--- config.mk ---
export PLATFORM = sky130hd
export DESIGN_NAME = tscs_sequencer
export DESIGN_NICKNAME = d
export VERILOG_FILES = /design/src/rtl/tscs_pkg.sv /design/src/rtl/tscs_sequencer.sv
export SDC_FILE = /design/constraint.sdc
export NUM_CORES = 1
export LEC_CHECK = 0
export CAP_MARGIN = 20
export CELL_PAD_IN_SITES_DETAIL_PLACEMENT = 1
export CELL_PAD_IN_SITES_GLOBAL_PLACEMENT = 1
export CORE_MARGIN = 5
export CORE_UTILIZATION = 38
export CTS_CLUSTER_DIAMETER = 100
export DETAILED_ROUTE_END_ITERATION = 8
export DONT_BUFFER_PORTS = 1
export HOLD_SLACK_MARGIN = 0.12
export PLACE_DENSITY_LB_ADDON = 0.1
export SKIP_CTS_REPAIR_TIMING = 1
export SLEW_MARGIN = 30
export SYNTH_ARGS = -nofsm -noshare
export SYNTH_HDL_FRONTEND = slang
export SYNTH_SLANG_ARGS = --single-unit
--- constraint.sdc ---
create_clock -name clk_sys -period 15.16 [get_ports clk_sys]
set_input_delay 3.032 -clock clk_sys [delete_from_list [all_inputs] [get_ports clk_sys]]
set_output_delay 3.032 -clock clk_sys [all_outputs]
set_load 0.01 [all_outputs]
--- src/rtl/tscs_pkg.sv ---
package tscs_pkg;

  // ****************************************
  // command codes and power-up values
  // ****************************************
  localparam logic [7:0]  CMD_EFUSE_ON_LEVEL  = 8'hB1;
  localparam logic [7:0]  CMD_EFUSE_OFF_LEVEL = 8'hB2;
  localparam logic [7:0]  CMD_PWM_STOP_LEVEL  = 8'hE5;
  localparam logic [7:0]  CMD_EFUSE_DELAY     = 8'hE8;
  localparam logic [7:0]  CMD_DUTY_LIMIT      = 8'hED;
  localparam logic [15:0] RST_EFUSE_ON_LEVEL  = 16'hF0B0;
  localparam logic [15:0] RST_EFUSE_OFF_LEVEL = 16'hF0A8;
  localparam logic [15:0] RST_PWM_STOP_LEVEL  = 16'hA333;
  localparam logic [15:0] RST_EFUSE_DELAY     = 16'h0000;
  localparam logic [15:0] RST_DUTY_LIMIT      = 16'hF170;
  localparam logic [15:0] RST_LOOP1_FREQ      = 16'h093B;

  // ****************************************
  // on/off configuration fields
  // ****************************************
  localparam int CFG_RESPOND_BIT  = 4;
  localparam int CFG_USE_OP_BIT   = 3;
  localparam int CFG_USE_PIN_BIT  = 2;
  localparam int CFG_POLARITY_BIT = 1;
  localparam logic [1:0] SRC_SEL_PRIMARY = 2'h3;

  // ****************************************
  // levels in volts, 8 fractional bits
  // ****************************************
  localparam int          VOLT_FRAC_BITS   = 8;
  localparam logic [15:0] LOOP0_ON_LEVEL   = 16'h0300;
  localparam int          DUTY_SCALE_PCT   = 100;

  // ****************************************
  // timing
  // ****************************************
  localparam int CLK_MHZ        = 50;
  localparam int DELAY_STEP_US  = 10;
  localparam int DELAY_BASE_US  = 20;
  localparam int DELAY_STEP_CYC = DELAY_STEP_US * CLK_MHZ;
  localparam int DELAY_BASE_CYC = DELAY_BASE_US * CLK_MHZ;

  typedef enum logic [2:0] {
    SEQ_IDLE, SEQ_RAMP, SEQ_ON, SEQ_SOFT_OFF, SEQ_FAULT
  } tscs_state_t;

  typedef struct packed {
    logic [15:0] vinPrimary;
    logic [15:0] vinAlternate;
    logic [15:0] vmid;
    logic [15:0] vout;
    logic [15:0] voutUvWarn;
  } tscs_sense_t;

  typedef struct packed {
    logic hotSwapEnableOut;
    logic loop1Run;
    logic loop0Run;
    logic loop0ForceDuty;
  } tscs_drive_t;

endpackage

--- src/rtl/tscs_sequencer.sv ---
`timescale 1ns/1ps
// Summary of operation
// - first stage and hot-swap on only when all enables, input level, no fault
// - source select 3 takes loop1 input voltage from primary sense
// - first stage PWM starts first, hot-swap enable after the delay
// - delay equals programmed value times 10 us plus 20 us
// - normal disable on off request or input below off level
// - normal disable drops hot-swap, keeps PWMs until output below stop level
// - fault shutdown drops hot-swap and all PWMs at once
// - undervoltage faults take the soft shutdown path
// - non-fault shutdown runs second stage at forced duty
// - second stage starts once midpoint reaches 3.0 V
// - forced duty is duty limit divided by 2^-8 times 100
// - forced duty recomputed at configuration load and duty limit write
// - first stage frequency follows its frequency command on every write
// - output undervoltage masked until output rises above warn limit
// - one enable controls both loops together
// - command B1h holds the hot-swap turn-on input level
// - command B2h holds the hot-swap turn-off input level
// - command E5h holds the output level where switching stops
// - command E8h holds the hot-swap turn-on delay
// - command EDh holds the first stage duty limit
// - loop0 config 1Fh uses operation and pin, loop1 1Ah operation only
module tscs_sequencer (
  input  wire logic               clk_sys,
  input  wire logic               rstn,
  input  wire logic               converterEnablePin,
  input  wire logic               operationOn,
  input  wire logic [7:0]         onOffCfgLoop0,
  input  wire logic [7:0]         onOffCfgLoop1,
  input  wire logic [1:0]         loop1InputSourceSelect,
  input  wire tscs_pkg::tscs_sense_t sense,
  input  wire logic               faultShutdown,
  input  wire logic               inputUvFault,
  input  wire logic               voutUvRaw,
  input  wire logic               cfgLoad,
  input  wire logic [15:0]        cfgDutyLimit,
  input  wire logic               freqWrite,
  input  wire logic [15:0]        freqValue,
  input  wire logic               cmdValid,
  input  wire logic               cmdWrite,
  input  wire logic [7:0]         cmdCode,
  input  wire logic [15:0]        cmdWdata,
  output logic                    cmdAck,
  output logic                    cmdUnsupported,
  output logic [15:0]             cmdRdata,
  output tscs_pkg::tscs_drive_t   drive,
  output logic [15:0]             loop1ForcedDuty,
  output logic [15:0]             loop1Freq
);

  // ****************************************
  // helpers
  // ****************************************
  // linear11 word to unsigned volts with 8 fraction bits; negative gives 0
  function automatic logic [15:0] lin11ToQ8(input logic [15:0] w);
    logic signed [31:0] mant;
    logic signed [31:0] sh;
    logic signed [31:0] res;
    mant = 32'(signed'(w[10:0]));
    sh   = 32'(signed'(w[15:11])) + tscs_pkg::VOLT_FRAC_BITS;
    if (sh >= 0) begin
      res = mant <<< sh[4:0];
    end else begin
      res = mant >>> 5'(-sh);
    end
    if (res < 0) begin
      lin11ToQ8 = 16'h0000;
    end else if (res > 32'sh0000_FFFF) begin
      lin11ToQ8 = 16'hFFFF;
    end else begin
      lin11ToQ8 = res[15:0];
    end
  endfunction

  // ****************************************
  // command registers
  // ****************************************
  logic [15:0] onLevel_q;
  logic [15:0] offLevel_q;
  logic [15:0] stopLevel_q;
  logic [15:0] delayReg_q;
  logic [15:0] dutyLimit_q;
  logic        dutyRecalc_q;
  logic        hit;

  assign hit = cmdCode == tscs_pkg::CMD_EFUSE_ON_LEVEL
            || cmdCode == tscs_pkg::CMD_EFUSE_OFF_LEVEL
            || cmdCode == tscs_pkg::CMD_PWM_STOP_LEVEL
            || cmdCode == tscs_pkg::CMD_EFUSE_DELAY
            || cmdCode == tscs_pkg::CMD_DUTY_LIMIT;

  always_ff @(posedge clk_sys or negedge rstn) begin
    if (!rstn) begin
      onLevel_q    <= tscs_pkg::RST_EFUSE_ON_LEVEL;
      offLevel_q   <= tscs_pkg::RST_EFUSE_OFF_LEVEL;
      stopLevel_q  <= tscs_pkg::RST_PWM_STOP_LEVEL;
      delayReg_q   <= tscs_pkg::RST_EFUSE_DELAY;
      dutyLimit_q  <= tscs_pkg::RST_DUTY_LIMIT;
      dutyRecalc_q <= 1'b1;
    end else begin
      dutyRecalc_q <= 1'b0;
      if (cfgLoad) begin
        dutyLimit_q  <= cfgDutyLimit;
        dutyRecalc_q <= 1'b1;
      end
      if (cmdValid && cmdWrite) begin
        unique case (cmdCode)
          tscs_pkg::CMD_EFUSE_ON_LEVEL:  onLevel_q   <= cmdWdata;
          tscs_pkg::CMD_EFUSE_OFF_LEVEL: offLevel_q  <= cmdWdata;
          tscs_pkg::CMD_PWM_STOP_LEVEL:  stopLevel_q <= cmdWdata;
          tscs_pkg::CMD_EFUSE_DELAY:     delayReg_q  <= cmdWdata;
          tscs_pkg::CMD_DUTY_LIMIT: begin
            dutyLimit_q  <= cmdWdata;
            dutyRecalc_q <= 1'b1;
          end
          default: ;
        endcase
      end
    end
  end

  // read answer one cycle after the request
  always_ff @(posedge clk_sys or negedge rstn) begin
    if (!rstn) begin
      cmdAck         <= 1'b0;
      cmdUnsupported <= 1'b0;
      cmdRdata       <= 16'h0000;
    end else begin
      cmdAck         <= cmdValid && hit;
      cmdUnsupported <= cmdValid && !hit;
      if (cmdValid && !cmdWrite) begin
        unique case (cmdCode)
          tscs_pkg::CMD_EFUSE_ON_LEVEL:  cmdRdata <= onLevel_q;
          tscs_pkg::CMD_EFUSE_OFF_LEVEL: cmdRdata <= offLevel_q;
          tscs_pkg::CMD_PWM_STOP_LEVEL:  cmdRdata <= stopLevel_q;
          tscs_pkg::CMD_EFUSE_DELAY:     cmdRdata <= delayReg_q;
          tscs_pkg::CMD_DUTY_LIMIT:      cmdRdata <= dutyLimit_q;
          default:                       cmdRdata <= 16'h0000;
        endcase
      end
    end
  end

  // ****************************************
  // forced duty and frequency
  // ****************************************
  logic [15:0] dutyCalc;
  // q8 volts over 100 equals value over 2^-8*100
  assign dutyCalc = 16'(32'(lin11ToQ8(dutyLimit_q))
                        / tscs_pkg::DUTY_SCALE_PCT);

  always_ff @(posedge clk_sys or negedge rstn) begin
    if (!rstn) begin
      loop1ForcedDuty <= 16'h0000;
    end else if (dutyRecalc_q) begin
      loop1ForcedDuty <= dutyCalc;
    end
  end

  always_ff @(posedge clk_sys or negedge rstn) begin
    if (!rstn) begin
      loop1Freq <= tscs_pkg::RST_LOOP1_FREQ;
    end else if (freqWrite) begin
      loop1Freq <= freqValue;
    end
  end

  // ****************************************
  // enable decode
  // ****************************************
  logic enSync1_q;
  logic enSync2_q;

  always_ff @(posedge clk_sys or negedge rstn) begin
    if (!rstn) begin
      enSync1_q <= 1'b0;
      enSync2_q <= 1'b0;
    end else begin
      enSync1_q <= converterEnablePin;
      enSync2_q <= enSync1_q;
    end
  end

  function automatic logic loopRequest(input logic [7:0] cfg,
                                       input logic       pin,
                                       input logic       op);
    logic pinOn;
    pinOn = pin == cfg[tscs_pkg::CFG_POLARITY_BIT];
    if (!cfg[tscs_pkg::CFG_RESPOND_BIT]) begin
      loopRequest = 1'b1;
    end else begin
      loopRequest = (!cfg[tscs_pkg::CFG_USE_OP_BIT] || op)
                 && (!cfg[tscs_pkg::CFG_USE_PIN_BIT] || pinOn);
    end
  endfunction

  logic        enableRequest;
  logic [15:0] vinLoop1;
  logic        vinAboveOn;
  logic        vinBelowOff;
  logic        uvArmed_q;
  logic        uvFault;
  logic        softOffCause;

  // each loop decodes its own on/off configuration
  // both loops must agree, so one pin runs the whole converter
  assign enableRequest =
    loopRequest(onOffCfgLoop0, enSync2_q, operationOn)
    && loopRequest(onOffCfgLoop1, enSync2_q, operationOn);

  // source select 3 picks the primary sense converter, any other value the alternate
  assign vinLoop1 = (loop1InputSourceSelect == tscs_pkg::SRC_SEL_PRIMARY)
                  ? sense.vinPrimary : sense.vinAlternate;
  assign vinAboveOn  = vinLoop1 > lin11ToQ8(onLevel_q);
  assign vinBelowOff = vinLoop1 < lin11ToQ8(offLevel_q);

  // ****************************************
  // sequencer
  // ****************************************
  tscs_pkg::tscs_state_t state_q;
  tscs_pkg::tscs_state_t state_d;
  logic [31:0] delayCnt_q;
  logic [31:0] delayTarget;
  logic        loop0Started_q;
  logic        voutBelowStop;

  // 10 us steps with fraction, plus a 20 us base
  assign delayTarget =
    ((32'(lin11ToQ8(delayReg_q)) * tscs_pkg::DELAY_STEP_CYC)
      >> tscs_pkg::VOLT_FRAC_BITS) + tscs_pkg::DELAY_BASE_CYC;
  assign voutBelowStop = sense.vout < lin11ToQ8(stopLevel_q);

  // output undervoltage is armed only after the warn level
  always_ff @(posedge clk_sys or negedge rstn) begin
    if (!rstn) begin
      uvArmed_q <= 1'b0;
    end else if (state_q == tscs_pkg::SEQ_IDLE
                 || state_q == tscs_pkg::SEQ_FAULT) begin
      uvArmed_q <= 1'b0;
    end else if (sense.vout > sense.voutUvWarn) begin
      uvArmed_q <= 1'b1;
    end
  end

  assign uvFault = inputUvFault || (voutUvRaw && uvArmed_q);
  // off request or low input; undervoltage goes soft
  assign softOffCause = !enableRequest || vinBelowOff || uvFault;

  always_comb begin
    state_d = state_q;
    // hard fault wins from any state
    if (faultShutdown) begin
      state_d = tscs_pkg::SEQ_FAULT;
    end else begin
      unique case (state_q)
        tscs_pkg::SEQ_IDLE: begin
          // all enables, input level, no fault
          if (enableRequest && vinAboveOn && !uvFault) begin
            state_d = tscs_pkg::SEQ_RAMP;
          end
        end
        tscs_pkg::SEQ_RAMP: begin
          if (softOffCause) begin
            state_d = tscs_pkg::SEQ_SOFT_OFF;
          // counter reads k-1 in the k-th ramp cycle, so the rise lands on k
          end else if (delayCnt_q + 32'h0000_0001 >= delayTarget) begin
            state_d = tscs_pkg::SEQ_ON;
          end
        end
        tscs_pkg::SEQ_ON: begin
          if (softOffCause) begin
            state_d = tscs_pkg::SEQ_SOFT_OFF;
          end
        end
        tscs_pkg::SEQ_SOFT_OFF: begin
          // switching ends once output is below stop level
          if (voutBelowStop) begin
            state_d = tscs_pkg::SEQ_IDLE;
          end
        end
        tscs_pkg::SEQ_FAULT: begin
          // stays down until software or pin withdraws the request
          if (!enableRequest) begin
            state_d = tscs_pkg::SEQ_IDLE;
          end
        end
        default: state_d = tscs_pkg::SEQ_IDLE;
      endcase
    end
  end

  always_ff @(posedge clk_sys or negedge rstn) begin
    if (!rstn) begin
      state_q <= tscs_pkg::SEQ_IDLE;
    end else begin
      state_q <= state_d;
    end
  end

  always_ff @(posedge clk_sys or negedge rstn) begin
    if (!rstn) begin
      delayCnt_q <= 32'h0000_0000;
    end else if (state_q == tscs_pkg::SEQ_RAMP) begin
      delayCnt_q <= delayCnt_q + 32'h0000_0001;
    end else begin
      delayCnt_q <= 32'h0000_0000;
    end
  end

  // second stage starts at the midpoint level, then stays on
  always_ff @(posedge clk_sys or negedge rstn) begin
    if (!rstn) begin
      loop0Started_q <= 1'b0;
    end else if (state_d == tscs_pkg::SEQ_IDLE
                 || state_d == tscs_pkg::SEQ_FAULT) begin
      loop0Started_q <= 1'b0;
    end else if (sense.vmid >= tscs_pkg::LOOP0_ON_LEVEL) begin
      loop0Started_q <= 1'b1;
    end
  end

  // outputs registered from the next state, so they track state_q exactly
  always_ff @(posedge clk_sys or negedge rstn) begin
    if (!rstn) begin
      drive <= '0;
    end else begin
      drive.hotSwapEnableOut <= state_d == tscs_pkg::SEQ_ON;
      drive.loop1Run <= state_d == tscs_pkg::SEQ_RAMP
                     || state_d == tscs_pkg::SEQ_ON
                     || state_d == tscs_pkg::SEQ_SOFT_OFF;
      // both stages keep switching during soft off
      drive.loop0Run <= state_d == tscs_pkg::SEQ_SOFT_OFF
                     || ((state_d == tscs_pkg::SEQ_RAMP
                          || state_d == tscs_pkg::SEQ_ON)
                         && (loop0Started_q
                             || sense.vmid >= tscs_pkg::LOOP0_ON_LEVEL));
      // forced duty discharges the output
      drive.loop0ForceDuty <= state_d == tscs_pkg::SEQ_SOFT_OFF;
    end
  end

  // ****************************************
  // checks
  // ****************************************
  AST_HS_ONLY_ON: assert property (@(posedge clk_sys) disable iff (!rstn)
    drive.hotSwapEnableOut |-> state_q == tscs_pkg::SEQ_ON
      && !$past(faultShutdown))
    else $error("hot-swap enable outside on state");
  AST_HS_AFTER_DELAY: assert property (@(posedge clk_sys) disable iff (!rstn)
    $rose(drive.hotSwapEnableOut)
      |-> $past(delayCnt_q) + 32'h0000_0001 >= $past(delayTarget))
    else $error("hot-swap enable before delay");
  AST_PWM_FIRST: assert property (@(posedge clk_sys) disable iff (!rstn)
    $rose(drive.hotSwapEnableOut) |-> $past(drive.loop1Run, 2))
    else $error("hot-swap enable before first stage");
  AST_FAULT_ALL_OFF: assert property (@(posedge clk_sys) disable iff (!rstn)
    faultShutdown |=> drive == '0)
    else $error("outputs not off after fault");
  AST_SOFT_FORCED: assert property (@(posedge clk_sys) disable iff (!rstn)
    state_q == tscs_pkg::SEQ_SOFT_OFF |-> drive.loop0ForceDuty
      && drive.loop1Run && drive.loop0Run && !drive.hotSwapEnableOut)
    else $error("soft off drive wrong");
  AST_STOP_LEVEL: assert property (@(posedge clk_sys) disable iff (!rstn)
    state_q == tscs_pkg::SEQ_SOFT_OFF && voutBelowStop
      |=> !drive.loop1Run && !drive.loop0Run)
    else $error("switching not stopped at stop level");
  AST_OFF_REQUEST: assert property (@(posedge clk_sys) disable iff (!rstn)
    (state_q == tscs_pkg::SEQ_ON && (!enableRequest || vinBelowOff))
      |=> !drive.hotSwapEnableOut)
    else $error("hot-swap not dropped on disable");
  AST_DUTY_CALC: assert property (@(posedge clk_sys) disable iff (!rstn)
    cmdValid && cmdWrite && cmdCode == tscs_pkg::CMD_DUTY_LIMIT && !cfgLoad
      |=> ##1 loop1ForcedDuty == 16'(32'(lin11ToQ8($past(cmdWdata, 2)))
                                     / tscs_pkg::DUTY_SCALE_PCT))
    else $error("forced duty not recomputed");
  AST_FREQ_FOLLOW: assert property (@(posedge clk_sys) disable iff (!rstn)
    freqWrite |=> loop1Freq == $past(freqValue))
    else $error("frequency not updated");
  AST_UV_MASKED: assert property (@(posedge clk_sys) disable iff (!rstn)
    state_q == tscs_pkg::SEQ_ON && !uvArmed_q && voutUvRaw && !inputUvFault
      && enableRequest && !vinBelowOff && !faultShutdown
      |=> state_q == tscs_pkg::SEQ_ON)
    else $error("undervoltage acted before armed");

endmodule

==> impl_metrics.csv, run 1 <==
group,metric,value,unit
layout,finalNetCount,2829,
yosys,ys_seq_area_share,19.5,%
timing,tns,0,ns
critical_path,cp.buffers_inverters,4,
critical_path,cp-start-kind,"flop",
global_routing,gr-total-overflow,0,
yosys,synth_area_per_cell,8.39,sq um
routing,firstDrtPassIters,5,
clock_tree,cts_made_buffers,17,
global_routing,antenna_found_initial,5,
timing,drv_slew,0,
yosys,syn_area,21800,sq um
layout,drive_gt1_share,13.0,%
timing,finalHoldViolations,0,
critical_path,end_kind,"flop",
yosys,synth_flop_cell,"dfrtp_1",
clock_tree,clk_path_buf_depth,2,
global_routing,track_usage,22.6,%
clock_tree,clkTransAtPathRegs,0.08,ns
critical_path,worstPathRequired,15.53,ns
timing,finClkSkew,0.0199,ns
yosys,synth.distinct_cells,121,
timing,rsz0062_at_grt,"no",
die,die_w,249,microns
routing,vias_per_cell,6.09,
global_routing,grt_pass1_wl,116000,microns
yosys,yosysMostFrequentCell,"nand2_1",
placement,post_dp_cell_area,22200,sq um
critical_path,worstPathMaxFanout,15,
placement,gp_congestion,0.897,
yosys,synth_common_cells,"nand2_1, nor2_1, o21ai_0",
placement,hpwl,56400,microns
routing,drc,0,
critical_path,crit_slowest_cell,"a31oi_1",
critical_path,path_class,"flop to flop",
timing,fin_crit_sh,78.6,%
die,fp.coreArea,56600,sq um
timing,max_slew_margin,33.4,%
clock_tree,htreeDepth,4,
critical_path,crit_top_cell,"ha_1",
layout,syn_to_final_growth,4.62,%
yosys,synth_warnings,0,
die,dieArea,62200,sq um
timing,setup_violations,0,
routing,ant_nets,0,
global_routing,grt_max_degree,169,
yosys,yosys.area.top_type_share,14.9,%
flow_run,maxCapViolCount,0,
die,start_util,38.5,%
critical_path,worstPathArrival,12.29,ns
yosys,synthTopCellsByArea,"dfrtp_1, ha_1, mux2_2",
yosys,synth_seq_cells,168,
clock_tree,cts_tree,"done",
timing,maxClockFrequency,0.0839,GHz
clock_tree,clock-sinks,168,
clock_tree,clkLatencyLatePin,0.49,ns
layout,design_area,22800,sq um
die,die_h,249,microns
timing,worst_pin_slew,0.995,ns
layout,n_fill_cell,6693,
routing,dr_total_vias,19700,
status,status,"complete, no violations",
timing,finalWorstPathRequiredPeriod,11.92,ns
yosys,synth_edf_count,0,
yosys,syn_inst,2596,
critical_path,path_delay_family,"compound AO/OA/AOI/OAI gates",
yosys,synthArstFlopShare,100,%
yosys,synth.largest_area_cell,"dfrtp_1",
critical_path,slowest_delay,0.76,ns
die,row_count,87,
die,ios,219,
routing,drt-wirelength-per-cell,22.4,microns
clock_tree,cts-root-buf,"clkbuf_16",
routing,routed_wl,72700,microns
min_path,hp-class,"flop to flop",
global_routing,grt_pass1_vias,20000,
placement,port_buffers,0,
routing,first_iter_violations,1223,
## final timing paths
path	start	end	slack, ns	cells past startpoint
max	delayReg_q[14]$_DFFE_PN0P_	drive[1]$_DFF_PN0_	3.24	39
min	enSync1_q$_DFF_PN0_	enSync2_q$_DFF_PN0_	0.37	0
max reg2reg	delayReg_q[14]$_DFFE_PN0P_	drive[1]$_DFF_PN0_	3.24	39
min reg2reg	enSync1_q$_DFF_PN0_	enSync2_q$_DFF_PN0_	0.37	0
max in group asynchronous	rstn	dutyRecalc_q$_DFF_PN1_	12.55	0
min in group asynchronous	rstn	delayCnt_q[12]$_DFF_PN0_	2.25	0
## metal layers
layer  vias to the layer above  share of wire, %  global-route usage [%]
met3                        54               3.6                    3.14
met1                     10000                48                    31.9
met4                         2               1.2                    4.56
li1                       9311                 -                       -
met2                       347                47                    37.2
met5                         -             0.012                       0
## layout by cell type (no fill, tap or decap), types with 95 or more instances in the layout
| cell | count |
|---|---|
| nand2_1 | 225 |
| nor2_1 | 225 |
| dfrtp_1 | 130 |
| ha_1 | 143 |
| mux2i_1 | 123 |
| mux2_2 | 119 |
| inv_1 | 95 |
| o21ai_0 | 209 |
| a21oi_1 | 155 |
## through the flow
| step | std cells | hold slack [ns] | setup slack [ns] | utilization, % |
|---|---|---|---|---|
| 2_1_floorplan | 2601 | 0.331 | 4.09 | - |
| 3_3_place_gp | 3205 | 0.333 | 3.55 | 39.1 |
| 3_5_place_dp | 3205 | 0.344 | 3.19 | 39.1 |
| 4_1_cts | 3237 | 0.372 | 3.13 | 40.2 |
| 5_1_grt | 3240 | 0.378 | 2.15 | 40.3 |
| 6_report | 3240 | 0.366 | 3.24 | 40.3 |
## worst reg2reg max path, delay by kind of cell, from the launching register on
kind	cells	cell delay, ns
DFF	1	0.68
and+or+nand+nor	7	1.54
xor gates and xnor gates	2	0.53
AOI/OAI and AO/OA	18	5.29
muxes	1	0.09
buffers and inverters	4	0.66
adders and majority gates	7	3.04
## flip-flops by register name, indices dropped and copies added (netlist names), 3 cells and up
signal,flops
delayCnt_q,32
onLevel_q,16
state_q,3
cmdRdata,16
dutyLimit_q,16
drive,4
stopLevel_q,16
delayReg_q,16
loop1Freq,16
offLevel_q,16
loop1ForcedDuty,10
## final cells by class
| type | instances | area, sq um | share of cell area, % |
|---|---|---|---|
| inverters | 101 | 379 | 1.66 |
| clock buffers | 18 | 429 | 1.88 |
| flip-flops and latches | 168 | 4250 | 18.7 |
| well taps | 756 | 946 | 4.15 |
| diodes | 3 | 7.51 | 0.0329 |
| clock inverters | 14 | 150 | 0.659 |
| repair buffers | 19 | 143 | 0.626 |
| multi-input cells | 2161 | 16500 | 72.3 |
## logic make-up (layout without fill, tap and decap cells)
kind of cell,count (synthesis),after routing,share of synthesized area (%)
AND/OR/NAND/NOR,813,813,18.2
AO/OA/AOI/OAI,759,759,23.5
multiplexers,290,290,16.5
buffers and inverters,272,152,5.22
adder cells (fa/ha/maj),200,200,13.3
flip-flops,168,168,19.5
XOR/XNOR,93,93,3.77
other,1,9,0.0172
Power of run 1 is left out: the tool's default activity adds up to more than one toggle a clock period on the data nets, which glitch-free logic cannot reach.
==> inputs of run 2 (changes only) <==
- ABC_AREA: unset -> 1
- clock period: 15.16 -> 11.2 ns (I/O delays scaled with it)
==> run 2 against run 1 <==
Effect of this change:
- area after synthesis shrank 9.0%
- fmax is 16% higher
- largest cell class unchanged
- register-to-register slack worse by 2.3 ns
- core utilization rose by 0.68 points
- highest routed layer is now met4
- die area down 8.6%
- first-iteration DRC count shrank 10%
- global-route usage rose by 0.88 points
- clock-buffer cell count grew 2
- synthesized cell count up 14%
- flip-flop and latch count did not move
- worst hold slack lost 0.0065 ns
==> impl_metrics.csv, run 2 <==
group,metric,value,unit
critical_path,r2r-end,"drive[1]$_DFF_PN0_",
placement,gp_congestion,0.897,
placement,pre_cts_slack,0.532,ns
routing,ant_nets,0,
clock_tree,clkLatencyLatePin,0.49,ns
timing,tns,0,ns
yosys,synthTopCellsByArea,"dfrtp_1, nand2_1, ha_1",
timing,whs,0.359,ns
yosys,synth_warnings,0,
yosys,yosys.area.top_type_share,16.4,%
yosys,synth_flop_cell,"dfrtp_1",
routing,drc,0,
timing,setup_ws,0.945,ns
clock_tree,cts_made_buffers,17,
critical_path,path_class,"flop to flop",
yosys,synthAdderAreaFrac,14.4,%
layout,largest_reg_flops,32,
critical_path,worstPathMaxFanout,10,
die,fp.coreArea,51500,sq um
clock_tree,htreeDepth,4,
die,start_util,38.5,%
routing,first_iter_violations,1097,
min_path,min_path_cells,0,
routing,routed_wl,67800,microns
die,die_w,238,microns
global_routing,grt_max_degree,169,
yosys,synth_edf_count,0,
clock_tree,clock-sinks,168,
placement,dp_cells,3576,
placement,hpwl,55300,microns
min_path,holdPathEnd,"enSync2_q$_DFF_PN0_",
placement,port_buffers,0,
timing,maxClockFrequency,0.0975,GHz
timing,finClkSkew,0.0104,ns
yosys,synthArstFlopShare,100,%
global_routing,grt_pass1_wl,108000,microns
yosys,syn_inst,2972,
critical_path,cp-start-kind,"flop",
timing,finalHoldViolations,0,
routing,firstDrtPassIters,5,
min_path,min-delay-start,"enSync1_q$_DFF_PN0_",
timing,setup_violations,0,
global_routing,gr-total-overflow,0,
yosys,synth.distinct_cells,71,
clock_tree,cts-root-buf,"clkbuf_16",
critical_path,r2r_cells,56,
critical_path,worstPathRequired,11.63,ns
yosys,synth.largest_area_cell,"dfrtp_1",
routing,vias_per_cell,5.55,
timing,drv_slew,0,
yosys,synth_mux_area_share,2.16,%
die,row_count,83,
yosys,synth_top_family_by_area,"simple AND/OR/NAND/NOR gates",
layout,final_common_cell,"nand2_1",
yosys,yosys.area_share.simple,30.2,%
global_routing,grt_pass1_vias,20200,
yosys,synth_xor_area_share,2.65,%
global_routing,antenna_found_initial,2,
status,status,"complete, no violations",
layout,n_fill_cell,6733,
critical_path,worstPathArrival,10.68,ns
timing,fin_crit_sh,91.6,%
critical_path,reg2reg_from,"delayReg_q[10]$_DFFE_PN0P_",
clock_tree,cts_tree,"done",
die,die_h,238,microns
critical_path,slowest_delay,0.61,ns
critical_path,rrSetupSlack,0.95,ns
layout,final_cells,3613,
yosys,ys_seq_area_share,21.4,%
yosys,syn_area,19800,sq um
routing,dr_total_vias,20000,
global_routing,track_usage,23.4,%
die,ios,219,
layout,drive_gt1_share,9.38,%
layout,syn_to_final_growth,6.37,%
yosys,synth_common_cells,"nand2_1, o21ai_0, inv_1",
yosys,yosysMostFrequentCell,"nand2_1",
layout,finalNetCount,3280,
layout,regMostFlops,"delayCnt_q",
min_path,hp-class,"flop to flop",
layout,layout_common_cells,"nand2_1, inv_1, o21ai_0, nor2_1, nand3_1",
flow_run,maxCapViolCount,0,
yosys,synth_seq_cells,168,
timing,max_slew_margin,22.0,%
critical_path,crit_top_cell,"inv_1",
clock_tree,clk_path_buf_depth,2,
timing,finalWorstPathRequiredPeriod,10.25,ns
die,dieArea,56800,sq um
routing,drt-wirelength-per-cell,18.8,microns
critical_path,crit_slowest_cell,"dfrtp_1",
timing,worst_pin_slew,1.16,ns
yosys,synth_area_per_cell,6.67,sq um
yosys,synth_compound_area_share,19.7,%
clock_tree,clkTransAtPathRegs,0.07,ns
critical_path,end_kind,"flop",
## run 2: changes by cell type in the layout (fill, tap and decap cells not counted), sizes merged, moves of 88 or more
| cell | change |
|---|---|
| mux2i | -119 |
| inv | +260 |
| mux2 | -90 |
| nand3 | +88 |
| nand2 | +508 |
| o21ai | +141 |
## run 2: how the worst max path moves through the flow
stage,end,depth (start not counted),slack (ns),startpoint
floorplan,drive[1]$_DFF_PN0_,56,1.63,delayReg_q[11]$_DFFE_PN0P_
global route,drive[1]$_DFF_PN0_,57,-0.04,delayReg_q[11]$_DFFE_PN0P_
global placement,drive[1]$_DFF_PN0_,50,0.73,delayReg_q[11]$_DFFE_PN0P_
detailed placement,drive[1]$_DFF_PN0_,52,0.53,delayReg_q[11]$_DFFE_PN0P_
CTS,drive[1]$_DFF_PN0_,53,0.46,delayReg_q[11]$_DFFE_PN0P_
finish,drive[1]$_DFF_PN0_,56,0.95,delayReg_q[10]$_DFFE_PN0P_
## run 2: routing by layer
layer | part of all wire [%] | global-route usage, %
met5 | 0 | 0
met4 | 2.1 | 5.88
met3 | 5.4 | 4.60
met2 | 45 | 37.1
met1 | 47 | 33.0
## run 2: through the flow
stage | cell area, sq um | util (%)
6_report | 21100 | 40.9
5_1_grt | 21100 | 40.9
4_1_cts | 21000 | 40.8
3_5_place_dp | 20400 | 39.7
3_3_place_gp | 20400 | 39.7
2_1_floorplan | 19800 | -
## run 2: cell type report
type	instances	area, sq um	area share (%)
diodes	1	2.50	0.0119
clock buffers	20	458	2.17
clock inverters	12	92.6	0.439
inverters	372	1410	6.67
multi-input cells	2328	13800	65.4
flip-flops and latches	168	4250	20.2
well taps	680	851	4.03
repair buffers	32	240	1.14
## run 2: critical path, delay by kind of cell, from the launching register on
kind                     cells  cell delay [ns]
AO/OA/AOI/OAI               15             2.77
adder cells (fa/ha/maj)      6             2.64
AND/OR/NAND/NOR             22             2.63
buffers and inverters       11             1.13
flip-flops                   1             0.61
XOR/XNOR                     2             0.36
## run 2: cell families (layout without fill, tap and decap cells)
kind of cell	Yosys count	after routing
flops	168	168
fa+ha+maj	196	196
other cells	1	7
xor+xnor	60	60
mux	39	39
compound gates	685	685
buf+inv	481	436
simple gates	1342	1342
Power of run 2 is left out for the same reason.
